--- config.mk ---
export PLATFORM = sky130hd
export DESIGN_NAME = srmc_regs_top
export DESIGN_NICKNAME = d
export VERILOG_FILES = /design/src/hdl/srmc_pkg.sv /design/src/hdl/srmc_regs_top.sv /design/src/hdl/srmc_chk_reg.sv
export SDC_FILE = /design/constraint.sdc
export NUM_CORES = 1
export LEC_CHECK = 0
export BUFFER_PORTS_ARGS = -buffer_cell sky130_fd_sc_hd__buf_2
export CAP_MARGIN = 10
export CORE_MARGIN = 2
export CORE_UTILIZATION = 40
export DETAILED_ROUTE_END_ITERATION = 12
export PLACE_DENSITY_LB_ADDON = 0.05
export SLEW_MARGIN = 20
export SYNTH_ARGS = -nofsm -noshare
export SYNTH_HDL_FRONTEND = slang
export SYNTH_SLANG_ARGS = --single-unit
--- constraint.sdc ---
create_clock -name ref_clk_i -period 4.93 [get_ports ref_clk_i]
set_input_delay 0.2465 -clock ref_clk_i [delete_from_list [all_inputs] [get_ports ref_clk_i]]
set_output_delay 0.2465 -clock ref_clk_i [all_outputs]
set_load 0.05 [all_outputs]
--- src/hdl/srmc_pkg.sv ---
package srmc_pkg;
   // Serial frame geometry
   localparam int         FRAME_BITS    = 32;
   localparam logic [5:0] FRAME_CNT     = 6'h20;
   localparam logic [5:0] CNT_MAX       = 6'h3f;
   // Command field positions
   localparam int         CMD_OP_LSB    = 30;
   localparam int         CMD_ADDR_LSB  = 22;
   localparam int         CMD_DATA_LSB  = 14;
   // Command opcodes
   localparam logic [1:0] OP_SENSOR     = 2'h0;
   localparam logic [1:0] OP_READ       = 2'h1;
   localparam logic [1:0] OP_WRITE      = 2'h2;
   // Basic and detailed status codes
   localparam logic [1:0] ST_INIT       = 2'h0;
   localparam logic [1:0] ST_NORMAL     = 2'h1;
   localparam logic [1:0] ST_ERROR      = 2'h3;
   localparam logic [1:0] SF_NONE       = 2'h0;
   localparam logic [1:0] SF_MEMORY     = 2'h1;
   localparam logic [1:0] SF_SPI        = 2'h3;
   // Register offsets
   localparam logic [7:0] OFS_COUNT     = 8'h00;
   localparam logic [7:0] OFS_SUMMARY   = 8'h01;
   localparam logic [7:0] OFS_SUPPLY    = 8'h02;
   localparam logic [7:0] OFS_MEMTEMP   = 8'h03;
   localparam logic [7:0] OFS_OUTCHK    = 8'h04;
   localparam logic [7:0] OFS_TEMP      = 8'h0e;
   localparam logic [7:0] OFS_LOCK      = 8'h10;
   localparam logic [7:0] OFS_OTPCTL    = 8'h11;
   localparam logic [7:0] OFS_RGN_LOAD  = 8'h14;
   localparam logic [7:0] OFS_RGN_ACT   = 8'h15;
   // Field positions
   localparam int         LOCK_BIT      = 7;
   localparam int         MISO_ERR_BIT  = 7;
   localparam int         FOTP_ERR_BIT  = 7;
   localparam int         UOTP_ERR_BIT  = 6;
   localparam int         COMM_ERR_BIT  = 5;
   localparam int         MEMTMP_BIT    = 4;
   // Writable bit masks
   localparam logic [7:0] LOCK_WMASK    = 8'h8b;
   localparam logic [7:0] OTPCTL_WMASK  = 8'h8f;
   localparam logic [7:0] RGN_WMASK     = 8'hf0;
   // Reset values
   localparam logic [7:0] RST_LOCK      = 8'h00;
   localparam logic [7:0] RST_OTPCTL    = 8'h00;
   localparam logic [7:0] RST_RGN       = 8'h00;
   localparam logic [7:0] RST_COUNT     = 8'h00;
   // Checked programmable registers: six user, two factory
   localparam int         NUM_CHK       = 8;
   localparam int         NUM_USER      = 6;
   localparam logic [NUM_CHK-1:0][7:0] CHK_OFS =
      {8'h3f, 8'h3e, 8'h43, 8'h42, 8'h40, 8'h3d, 8'h1b, 8'h1a};
   localparam logic [NUM_CHK-1:0][7:0] CHK_WMASK =
      {8'hff, 8'hff, 8'h04, 8'h6c, 8'hf0, 8'h7f, 8'h8f, 8'h8f};
   // Identity value is arbitrary
   localparam logic [NUM_CHK-1:0][7:0] CHK_RST =
      {8'h00, 8'h5a, 8'h00, 8'h00, 8'h00, 8'h00, 8'h00, 8'h00};
   // Whole error reply word
   localparam logic [31:0] ERR_WORD     = {ST_ERROR, SF_SPI, 28'h0};
endpackage : srmc_pkg

--- src/hdl/srmc_regs_top.sv ---
`timescale 1ns/10ps
`default_nettype none
module srmc_regs_top (
   input  wire logic        ref_clk_i,
   input  wire logic        rst_i,
   input  wire logic        sclk_i,
   input  wire logic        ss_b_i,
   input  wire logic        mosi_i,
   input  wire logic        miso_sense_i,
   input  wire logic [11:0] pressure_i,
   input  wire logic [7:0]  temperature_i,
   output logic             miso_o,
   output logic             miso_oe_n_o,
   output logic             init_done_lock_o,
   output logic             miso_fault_o
);
   typedef struct packed {
      logic [2:0]  sclk_s;
      logic [2:0]  ss_s;
      logic [1:0]  mosi_s;
      logic [1:0]  sense_s;
      logic [31:0] rx;
      logic [31:0] tx;
      logic [31:0] tx_sh;
      logic [5:0]  cnt;
      logic        bad;
      logic        mism;
      logic        miso_q;
      logic        miso_flag;
      logic        comm_flag;
      logic [7:0]  lockreg;
      logic [7:0]  otpctl;
      logic [7:0]  region;
      logic [7:0]  count;
      logic [1:0]  st;
      logic [1:0]  sf;
   } srmc_state_t;

   srmc_state_t r;
   srmc_state_t r_nxt;

   logic [srmc_pkg::NUM_CHK-1:0][7:0] chk_data;
   logic [srmc_pkg::NUM_CHK-1:0]      chk_err;
   logic [srmc_pkg::NUM_CHK-1:0]      chk_wr;
   logic        sclk_rise, sclk_fall, fstart, fend, mism_now;
   logic [1:0]  op;
   logic [7:0]  addr, wdata, rd_data;
   logic        locked, lock_viol, spi_err, wr_go, fac_err, usr_err;
   logic [1:0]  st_now, sf_now;

   ////////////////////////////////////////////////////////////////////////
   // Edge detection on synchronised pins
   assign sclk_rise = r.sclk_s[1] & ~r.sclk_s[2];
   assign sclk_fall = ~r.sclk_s[1] & r.sclk_s[2];
   assign fstart    = ~r.ss_s[1] & r.ss_s[2];
   assign fend      = r.ss_s[1] & ~r.ss_s[2];
   assign mism_now  = sclk_rise & ~r.ss_s[1] & (r.cnt < srmc_pkg::FRAME_CNT)
                      & (r.sense_s[1] != r.miso_q);

   // Command decode
   assign op        = r.rx[srmc_pkg::CMD_OP_LSB +: 2];
   assign addr      = r.rx[srmc_pkg::CMD_ADDR_LSB +: 8];
   assign wdata     = r.rx[srmc_pkg::CMD_DATA_LSB +: 8];
   assign locked    = r.lockreg[srmc_pkg::LOCK_BIT];
   assign lock_viol = (op == srmc_pkg::OP_WRITE) & locked
                      & (addr != srmc_pkg::OFS_LOCK);
   assign spi_err   = r.bad | r.sclk_s[1] | (r.cnt != srmc_pkg::FRAME_CNT)
                      | (op == 2'h3) | lock_viol;
   assign wr_go     = fend & ~spi_err & (op == srmc_pkg::OP_WRITE);

   // Block integrity summaries
   assign usr_err   = |chk_err[srmc_pkg::NUM_USER-1:0];
   assign fac_err   = |chk_err[srmc_pkg::NUM_CHK-1:srmc_pkg::NUM_USER];

   ////////////////////////////////////////////////////////////////////////
   // Programmable blocks with their own checks
   genvar gi;
   generate
      for (gi = 0; gi < srmc_pkg::NUM_CHK; gi++) begin : g_chk
         assign chk_wr[gi] = wr_go & (addr == srmc_pkg::CHK_OFS[gi]);
         srmc_chk_reg #(
            .W         (8),
            .RESET_VAL (srmc_pkg::CHK_RST[gi])
         ) u_chk (
            .ref_clk_i (ref_clk_i),
            .rst_i     (rst_i),
            .wr_en_i   (chk_wr[gi]),
            .wr_data_i (wdata & srmc_pkg::CHK_WMASK[gi]),
            .data_o    (chk_data[gi]),
            .err_o     (chk_err[gi])
         );
      end
   endgenerate

   ////////////////////////////////////////////////////////////////////////
   // Status now; a snapshot is taken at each frame end
   always_comb begin
      if (r.comm_flag | r.miso_flag) begin
         st_now = srmc_pkg::ST_ERROR;
         sf_now = srmc_pkg::SF_SPI;
      end else if (fac_err | usr_err) begin
         st_now = srmc_pkg::ST_ERROR;
         sf_now = srmc_pkg::SF_MEMORY;
      end else if (locked) begin
         st_now = srmc_pkg::ST_NORMAL;
         sf_now = srmc_pkg::SF_NONE;
      end else begin
         st_now = srmc_pkg::ST_INIT;
         sf_now = srmc_pkg::SF_NONE;
      end
   end

   // Read mux; unmapped addresses read zero
   always_comb begin
      rd_data = 8'h00;
      case (addr)
         srmc_pkg::OFS_COUNT:    rd_data = r.count;
         srmc_pkg::OFS_SUMMARY: begin
            rd_data[srmc_pkg::COMM_ERR_BIT] = r.comm_flag;
            rd_data[srmc_pkg::MEMTMP_BIT]   = fac_err | usr_err;
         end
         srmc_pkg::OFS_MEMTEMP: begin
            rd_data[srmc_pkg::FOTP_ERR_BIT] = fac_err;
            rd_data[srmc_pkg::UOTP_ERR_BIT] = usr_err;
         end
         srmc_pkg::OFS_OUTCHK:
            rd_data[srmc_pkg::MISO_ERR_BIT] = r.miso_flag;
         srmc_pkg::OFS_TEMP:     rd_data = temperature_i;
         srmc_pkg::OFS_LOCK:     rd_data = r.lockreg;
         srmc_pkg::OFS_OTPCTL:   rd_data = r.otpctl;
         srmc_pkg::OFS_RGN_LOAD: rd_data = r.region;
         srmc_pkg::OFS_RGN_ACT:  rd_data = r.region;
         default: begin
            for (int i = 0; i < srmc_pkg::NUM_CHK; i++) begin
               if (addr == srmc_pkg::CHK_OFS[i]) begin
                  rd_data = chk_data[i];
               end
            end
         end
      endcase
   end

   ////////////////////////////////////////////////////////////////////////
   // Next-state logic
   always_comb begin
      logic rd_clr;
      rd_clr  = 1'b0;
      r_nxt   = r;
      // Two-stage synchronisers plus edge history
      r_nxt.sclk_s  = {r.sclk_s[1:0], sclk_i};
      r_nxt.ss_s    = {r.ss_s[1:0], ss_b_i};
      r_nxt.mosi_s  = {r.mosi_s[0], mosi_i};
      r_nxt.sense_s = {r.sense_s[0], miso_sense_i};

      // Frame start: first reply bit out, clock must idle low
      if (fstart) begin
         r_nxt.cnt    = 6'h00;
         r_nxt.bad    = r.sclk_s[1];
         r_nxt.mism   = 1'b0;
         r_nxt.miso_q = r.tx[31];
         r_nxt.tx_sh  = {r.tx[30:0], 1'b0};
      end else if (~r.ss_s[1]) begin
         if (sclk_rise) begin
            r_nxt.rx = {r.rx[30:0], r.mosi_s[1]};
            if (r.cnt != srmc_pkg::CNT_MAX) begin
               r_nxt.cnt = r.cnt + 6'h01;
            end
         end
         if (sclk_fall && r.cnt != 6'h00) begin
            r_nxt.miso_q = r.tx_sh[31];
            r_nxt.tx_sh  = {r.tx_sh[30:0], 1'b0};
         end
         if (mism_now) begin
            r_nxt.mism = 1'b1;
         end
      end

      // Frame end: act on command and build the next reply
      if (fend) begin
         r_nxt.st = st_now;
         r_nxt.sf = sf_now;
         if (spi_err | r.sclk_s[1] | r.mism) begin
            r_nxt.tx = srmc_pkg::ERR_WORD;
         end else begin
            case (op)
               srmc_pkg::OP_SENSOR: begin
                  r_nxt.tx    = {st_now, sf_now, pressure_i,
                                 temperature_i, 8'h00};
                  r_nxt.count = r.count + 8'h01;
               end
               srmc_pkg::OP_READ: begin
                  r_nxt.tx = {st_now, sf_now, addr, rd_data, 12'h000};
                  rd_clr   = 1'b1;
               end
               default:
                  r_nxt.tx = {st_now, sf_now, addr, wdata, 12'h000};
            endcase
         end
         if (spi_err | r.sclk_s[1]) begin
            r_nxt.comm_flag = 1'b1;
         end
      end

      // Write proceeds even when the data-out check failed
      if (wr_go) begin
         case (addr)
            srmc_pkg::OFS_LOCK:
               r_nxt.lockreg = (wdata & srmc_pkg::LOCK_WMASK)
                  | (r.lockreg & 8'h80);
            srmc_pkg::OFS_OTPCTL:
               r_nxt.otpctl = wdata & srmc_pkg::OTPCTL_WMASK;
            srmc_pkg::OFS_RGN_LOAD:
               r_nxt.region = wdata & srmc_pkg::RGN_WMASK;
            default: ;
         endcase
      end

      // Read-to-clear flags; a new event wins over the clear
      if (rd_clr && addr == srmc_pkg::OFS_OUTCHK) begin
         r_nxt.miso_flag = 1'b0;
      end
      if (rd_clr && addr == srmc_pkg::OFS_SUMMARY) begin
         r_nxt.comm_flag = 1'b0;
      end
      if (mism_now) begin
         r_nxt.miso_flag = 1'b1;
      end
   end

   // State register
   always_ff @(posedge ref_clk_i or posedge rst_i) begin
      if (rst_i) begin
         r         <= '0;
         r.sclk_s  <= 3'h0;
         r.ss_s    <= 3'h7;
         r.lockreg <= srmc_pkg::RST_LOCK;
         r.otpctl  <= srmc_pkg::RST_OTPCTL;
         r.region  <= srmc_pkg::RST_RGN;
         r.count   <= srmc_pkg::RST_COUNT;
      end else begin
         r <= r_nxt;
      end
   end

   // Outputs
   assign miso_o           = r.miso_q;
   assign miso_oe_n_o      = r.ss_s[1];
   assign init_done_lock_o = locked;
   assign miso_fault_o     = r.miso_flag;
endmodule : srmc_regs_top
`default_nettype wire

--- src/hdl/srmc_chk_reg.sv ---
`timescale 1ns/10ps
`default_nettype none
module srmc_chk_reg #(
   parameter int         W         = 8,
   parameter logic [W-1:0] RESET_VAL = '0
) (
   input  wire logic         ref_clk_i,
   input  wire logic         rst_i,
   input  wire logic         wr_en_i,
   input  wire logic [W-1:0] wr_data_i,
   output logic      [W-1:0] data_o,
   output logic              err_o
);
   typedef struct packed {
      logic [W-1:0] data;
      logic         par;
   } srmc_chk_t;

   srmc_chk_t r;
   srmc_chk_t r_nxt;

   // Value plus independent parity kept on each load
   always_comb begin
      r_nxt = r;
      if (wr_en_i) begin
         r_nxt.data = wr_data_i;
         r_nxt.par  = ^wr_data_i;
      end
   end

   always_ff @(posedge ref_clk_i or posedge rst_i) begin
      if (rst_i) begin
         r <= '{data: RESET_VAL, par: ^RESET_VAL};
      end else begin
         r <= r_nxt;
      end
   end

   // Stored parity against recomputed parity
   assign data_o = r.data;
   assign err_o  = (^r.data) != r.par;
endmodule : srmc_chk_reg
`default_nettype wire

* Yosys cells after proc, flatten, opt, wreduce, memory -nomap -nowiden
Index checks and enable logic that the tools add are counted.
** Word-level totals
- Logic and storage cells :: 181
- Register bits after elaboration :: 192
- Output and inout port bits :: 4
- Input bits :: 26
** Operators by class
- Bitwise logic cells :: 35
- Muxes and demuxes :: 36
- $lt $le $gt $ge :: 1
- $add $sub $neg :: 2
- Eq/ne operators :: 32
- Reductions and logical operators :: 42
** Operator list (count)
- $reduce_xor A8 Y1 :: 14
- $mux W38 :: 2
- $mux W32 :: 2
- $mux W8 :: 8
- $pmux W28 S2 :: 1
- $eq A8 B5 Y1 const B :: 6
- $eq A8 B6 Y1 const B :: 3
- $eq A8 B7 Y1 const B :: 3
- $pmux W4 S5 :: 1
- $and A1 B1 Y1 :: 19
- $reduce_bool A2 Y1 :: 7
- $mux W1 :: 12
- $mux W6 :: 2
- $ne A6 B6 Y1 const B :: 2
- $pmux W2 S6 :: 1
- $reduce_and A2 Y1 :: 6
- $mux W2 :: 5
- $ne A1 B1 Y1 :: 9
- $reduce_and A3 Y1 :: 3
- $add A8 B1 Y8 const B :: 1
- $eq A8 B1 Y1 const B :: 1
- $eq A8 B2 Y1 const B :: 1
- $eq A8 B3 Y1 const B :: 1
- $eq A8 B4 Y1 const B :: 1
- 19 further kinds :: 37

* Depth between registers and ports, before layout
- Depth after elaboration :: 12
- Depth in mapped cells :: 9
- Mapped depth without buffers :: 8

* Hierarchy
Synthesis repeated with hierarchy kept, for this count alone.
** Unflattened totals
- Cell total of the unflattened synthesis :: 986
- Area, all modules :: 10704.0 sq um
** By module, submodules not included
- srmc_regs_top :: seq. area each 3006.6 sq um, cells each 634, instances 1, area each 6444.9 sq um
- srmc_chk_reg at g_chk[0].u_chk ... :: seq. area each 225.2 sq um, cells each 44, instances 7, area each 531.8 sq um
- srmc_chk_reg at g_chk[6].u_chk :: seq. area each 230.2 sq um, cells each 44, instances 1, area each 536.8 sq um

* Least setup slack after synthesis
Ideal clock, no wire load.
- Path type :: register -> register
- Start point :: register r[41] in the netlist's numbering
- End point :: register r[10] in the netlist's numbering
- Data arrival time :: 2439 ps
- Cell stages (with the launch flop) :: 9
- Path buffers :: 0
- Data required time :: 4807 ps
- Slack :: 2368 ps
- Setup time :: 123 ps
- Clock period less this slack :: 2562 ps
- Path through :: dfrtp_1 -> inv_1 -> ha_1 -> or4b_4 -> or4_4 -> nor3_2 -> and3_1 -> nand4_1 -> xnor2_1
** On the way
- Longest elaborated chain between the ends :: 8
** Ends and longest elaborated chain
- start: declaration :: RTL line srmc_regs_top.sv:39 : srmc_state_t r;
- start signal: assignment :: RTL line srmc_regs_top.sv:241 : r <= r_nxt;
- $ne A6 B6 Y1 :: RTL line srmc_regs_top.sv:67 : assign spi_err = r.bad | r.sclk_s[1] | (r.cnt != srmc_pkg::FRAME_CNT)
- $or A1 B1 Y1 :: RTL line srmc_regs_top.sv:67
- $or A1 B1 Y1 (2 in a row) :: RTL line srmc_regs_top.sv:68 : | (op == 2'h3) | lock_viol;
- $or A1 B1 Y1 (2 in a row) :: RTL line srmc_regs_top.sv:182 : if (spi_err | r.sclk_s[1] | r.mism) begin
- $not A1 Y1 (no line)
- $reduce_and A3 Y1 (no line)
Every way passes these cells.
A chain may end at the register's enable or synchronous reset.

* Worst setup path in the final report
- Start point :: register r, in the netlist miso_oe_n_o
- End point :: register r[11] in the netlist's numbering
** On the way
- Longest elaborated chain between the ends :: 2
** Ends and longest elaborated chain
- $and A1 B1 Y1 :: RTL line srmc_regs_top.sv:56 : assign fend = r.ss_s[1] & ~r.ss_s[2];
- $reduce_and A3 Y1 (no line)
Every way passes these cells.

==> reports/metrics.yaml <==
run_status:
  outcome: "completed"
timing:
  tightest_slew_ps: 995.8
  skew_ps: 14.36
  setup_viol: 0
  slew_headroom: 0.3362
  finalCritPeriodShare: 0.6338
  drv_slew: 0
  fin_ws_ps: 1805
  fin_tns_setup_ps: 0
  hold_violations: 0
  period_needed_ps: 3125
  max_freq_mhz: 320.0
  rsz0062_at_grt: "no"
job:
  max_cap_viol_count: 0
detailed_routing:
  viasPerCell: 5.476
  firstDrtPassIters: 7
  ant_nets: 0
  routed_wl_um: 21090
  wl_per_cell_um: 20.66
  num_vias: 5591
  drt-initial-drc-count: 478
  drcViolationCount: 0
cts:
  cts_buffers: 17
  cts_buffer_depth: 2
  htreeDepth: 4
  cts_root_buffer: "clkbuf_16"
  cts_tree: "done"
  clk_latency_ps: 440
  cts_setup_buffers: 0
  hold_buffers: 5
  cts.clk_slew.worst_paths_ps: 80
  cts_resized: 0
  clkSinkCount: 169
synth:
  yosys-top-cells-count: "162 x dfrtp_1, 94 x mux2_2, 66 x nand2_1, 47 x o21ai_0, 45 x xnor2_1"
  synth_seq_area_share: 0.5119
  synthArstFlopShare: 1.000
  syn_inst: 721
  synth_largest_area_cell: "dfrtp_1"
  yosysUniqueCellTypes: 62
  yosysTopAreaCellShare: 0.4896
  synth-edff-count: 0
  ys.flop_type: "dfrtp_1"
  yosys_warnings: 0
  yosysMostFrequentCell: "dfrtp_1"
  syn_area_um2: 8279
  synth_area_per_cell_um2: 11.48
  synthTopCellsByArea: "dfrtp_1 49%, mux2_2 13%, xnor2_1 4.8%"
  synth-seq-cells: 169
  synth_fp_nets: 750
global_routing:
  antenna_found_initial: 0
  grt.overflow.total: 0
  grt_pass1_vias: 5689
  grt_pass1_wl_um: 34260
  grt_max_degree: 92
  grt_usage: 0.2063
place:
  port_buffers: 29
  dp_hpwl_um: 14630
  pre_cts_ws_ps: 1787
  gp_congestion: 0.9031
cells_and_area:
  areaGrowthSynthToFinish_pct: 12.71
  layout.nets: 767
  antenna_cells: 0
  final.fill_count: 1943
  drive_gt1_frac: 0.2570
worst_setup_path:
  reg2reg_to: "r[11]"
  startpoint: "miso_oe_n_o"
  critPathRequiredTime_ps: 5250
  endpoint_kind: "flip-flop"
  r2r_slack_ps: 1810
  criticalPathCategory: "flip-flop to flip-flop"
  crit_fanout: 23
  cp-start-kind: "flip-flop"
  reg2reg_depth: 6
  critPathArrivalTime_ps: 3440
  r2r-start: "miso_oe_n_o"
die:
  core_area_um2: 20300
  num_rows: 52
  chipHeight_um: 147.9
  ios: 30
  start_util: 0.4079
  die_width_um: 147.9
  die_area_um2: 21860
min_path:
  min_path_cells: 2
  min_from: "temperature_i[2]"
  hold_path.class: "input pin to flip-flop"
  min_to: "r[89]"
power_and_ir_drop:
  powerDensity_nw_per_um2: 307.8
  power_leakage_nw: 4.351
  fin_total_pwr_mw: 2.872
  vdd_drop_max_v: 0.0002205
[worst max-delay path, stage by stage (launching register included)]
cell,delay (ps)
dfstp_2,610
nand2b_1,540
or4_4,770
nor3_2,530
and3_1,290
nand4_1,120
xnor2_1,140
[layout by cell type, fill, tap and decap left out, types with 3 or more instances in the layout]
master,netlist,routed
a222oi_1,3,3
inv_1,10,9
o21a_1,4,4
mux2_2,94,94
nand3_1,11,11
nand2b_1,7,7
xor2_1,15,15
dfrtp_1,162,162
a221oi_1,3,3
a31oi_1,5,5
nor3_4,5,5
dfstp_2,7,7
or2_2,3,3
a22o_1,8,8
clkbuf_16,0,17
a32oi_1,5,5
inv_8,0,5
nand2_1,66,66
dlygate4sd3_1,0,5
mux2i_1,38,38
buf_4,0,7
ha_1,3,3
nor3_1,11,10
nand4_1,10,10
and3_1,7,7
a22oi_1,12,12
inv_6,0,4
o211ai_1,6,6
o21ai_0,47,47
clkinv_4,0,3
xnor2_1,45,45
nor2_1,36,35
a21oi_1,8,8
buf_2,5,29
o22ai_1,3,3
[flip-flops by register name (all words and copies together), names as in the netlist]
signal	flops
init_done_lock_o	1
miso_o	1
miso_fault_o	1
g_chk.u_chk.r	8
addr	8
g_chk.u_chk.data_o	41
op	2
miso_oe_n_o	1
r	106
[report_power, final]
| group | internal, mW | switching (mW) | total (mW) |
|---|---|---|---|
| clock network | 0.677 | 0.635 | 1.31 |
| logic | 0.0478 | 0.0777 | 0.125 |
| registers | 1.42 | 0.0187 | 1.43 |
| total | 2.14 | 0.731 | 2.87 |
[worst max-delay path by stage]
| stage | to | slack, ps | cells after the start |
|---|---|---|---|
| floorplan | addr[0] | 120 | 1 |
| global placement | r[10] | 1840 | 6 |
| detailed placement | r[10] | 1790 | 6 |
| CTS | r[10] | 1780 | 6 |
| global route | r[11] | 1540 | 6 |
| finish | r[11] | 1810 | 6 |
[kinds of logic (layout without fill, tap and decap cells)]
group / Yosys count / in the layout / share of synthesized area
mux: 132 / 132 / 0.1738
compound gates: 122 / 122 / 0.1002
fa+ha+maj: 3 / 3 / 0.004534
simple gates: 178 / 178 / 0.1141
buf+inv: 55 / 85 / 0.02660
xor+xnor: 62 / 62 / 0.06891
flops: 169 / 169 / 0.5119
[through the flow]
| step | hold slack [ps] | instance area, um^2 | std cells | utilization |
|---|---|---|---|---|
| after floorplan | 251.0 | 8279 | 721 | - |
| after global placement | 333.4 | 8667 | 983 | 0.4270 |
| after detailed placement | 339.4 | 8667 | 983 | 0.4270 |
| after CTS | 55.62 | 9299 | 1020 | 0.4581 |
| after global routing | 64.60 | 9331 | 1021 | 0.4597 |
| final | 74.58 | 9331 | 1021 | 0.4597 |
[per-layer routing]
layer	up-vias	global-route usage	wire length [um]
met1	2794	0.2930	9946
met3	30	0.04599	886
met4	0	0.06286	488
met2	141	0.3172	9770
li1	2626	-	-
met5	-	0	0
[layout make-up]
| class | count | area, um^2 | area share |
|---|---|---|---|
| clock buffer | 17 | 425.4 | 0.04559 |
| clock inverter | 15 | 156.4 | 0.01676 |
| inverter | 10 | 42.54 | 0.004559 |
| multi-input combinational | 497 | 3836 | 0.4111 |
| sequential | 169 | 4238 | 0.4541 |
| tap | 270 | 337.8 | 0.03620 |
| timing repair buffer | 43 | 295.3 | 0.03164 |
Note: power is estimated with default switching activity, not from simulation.
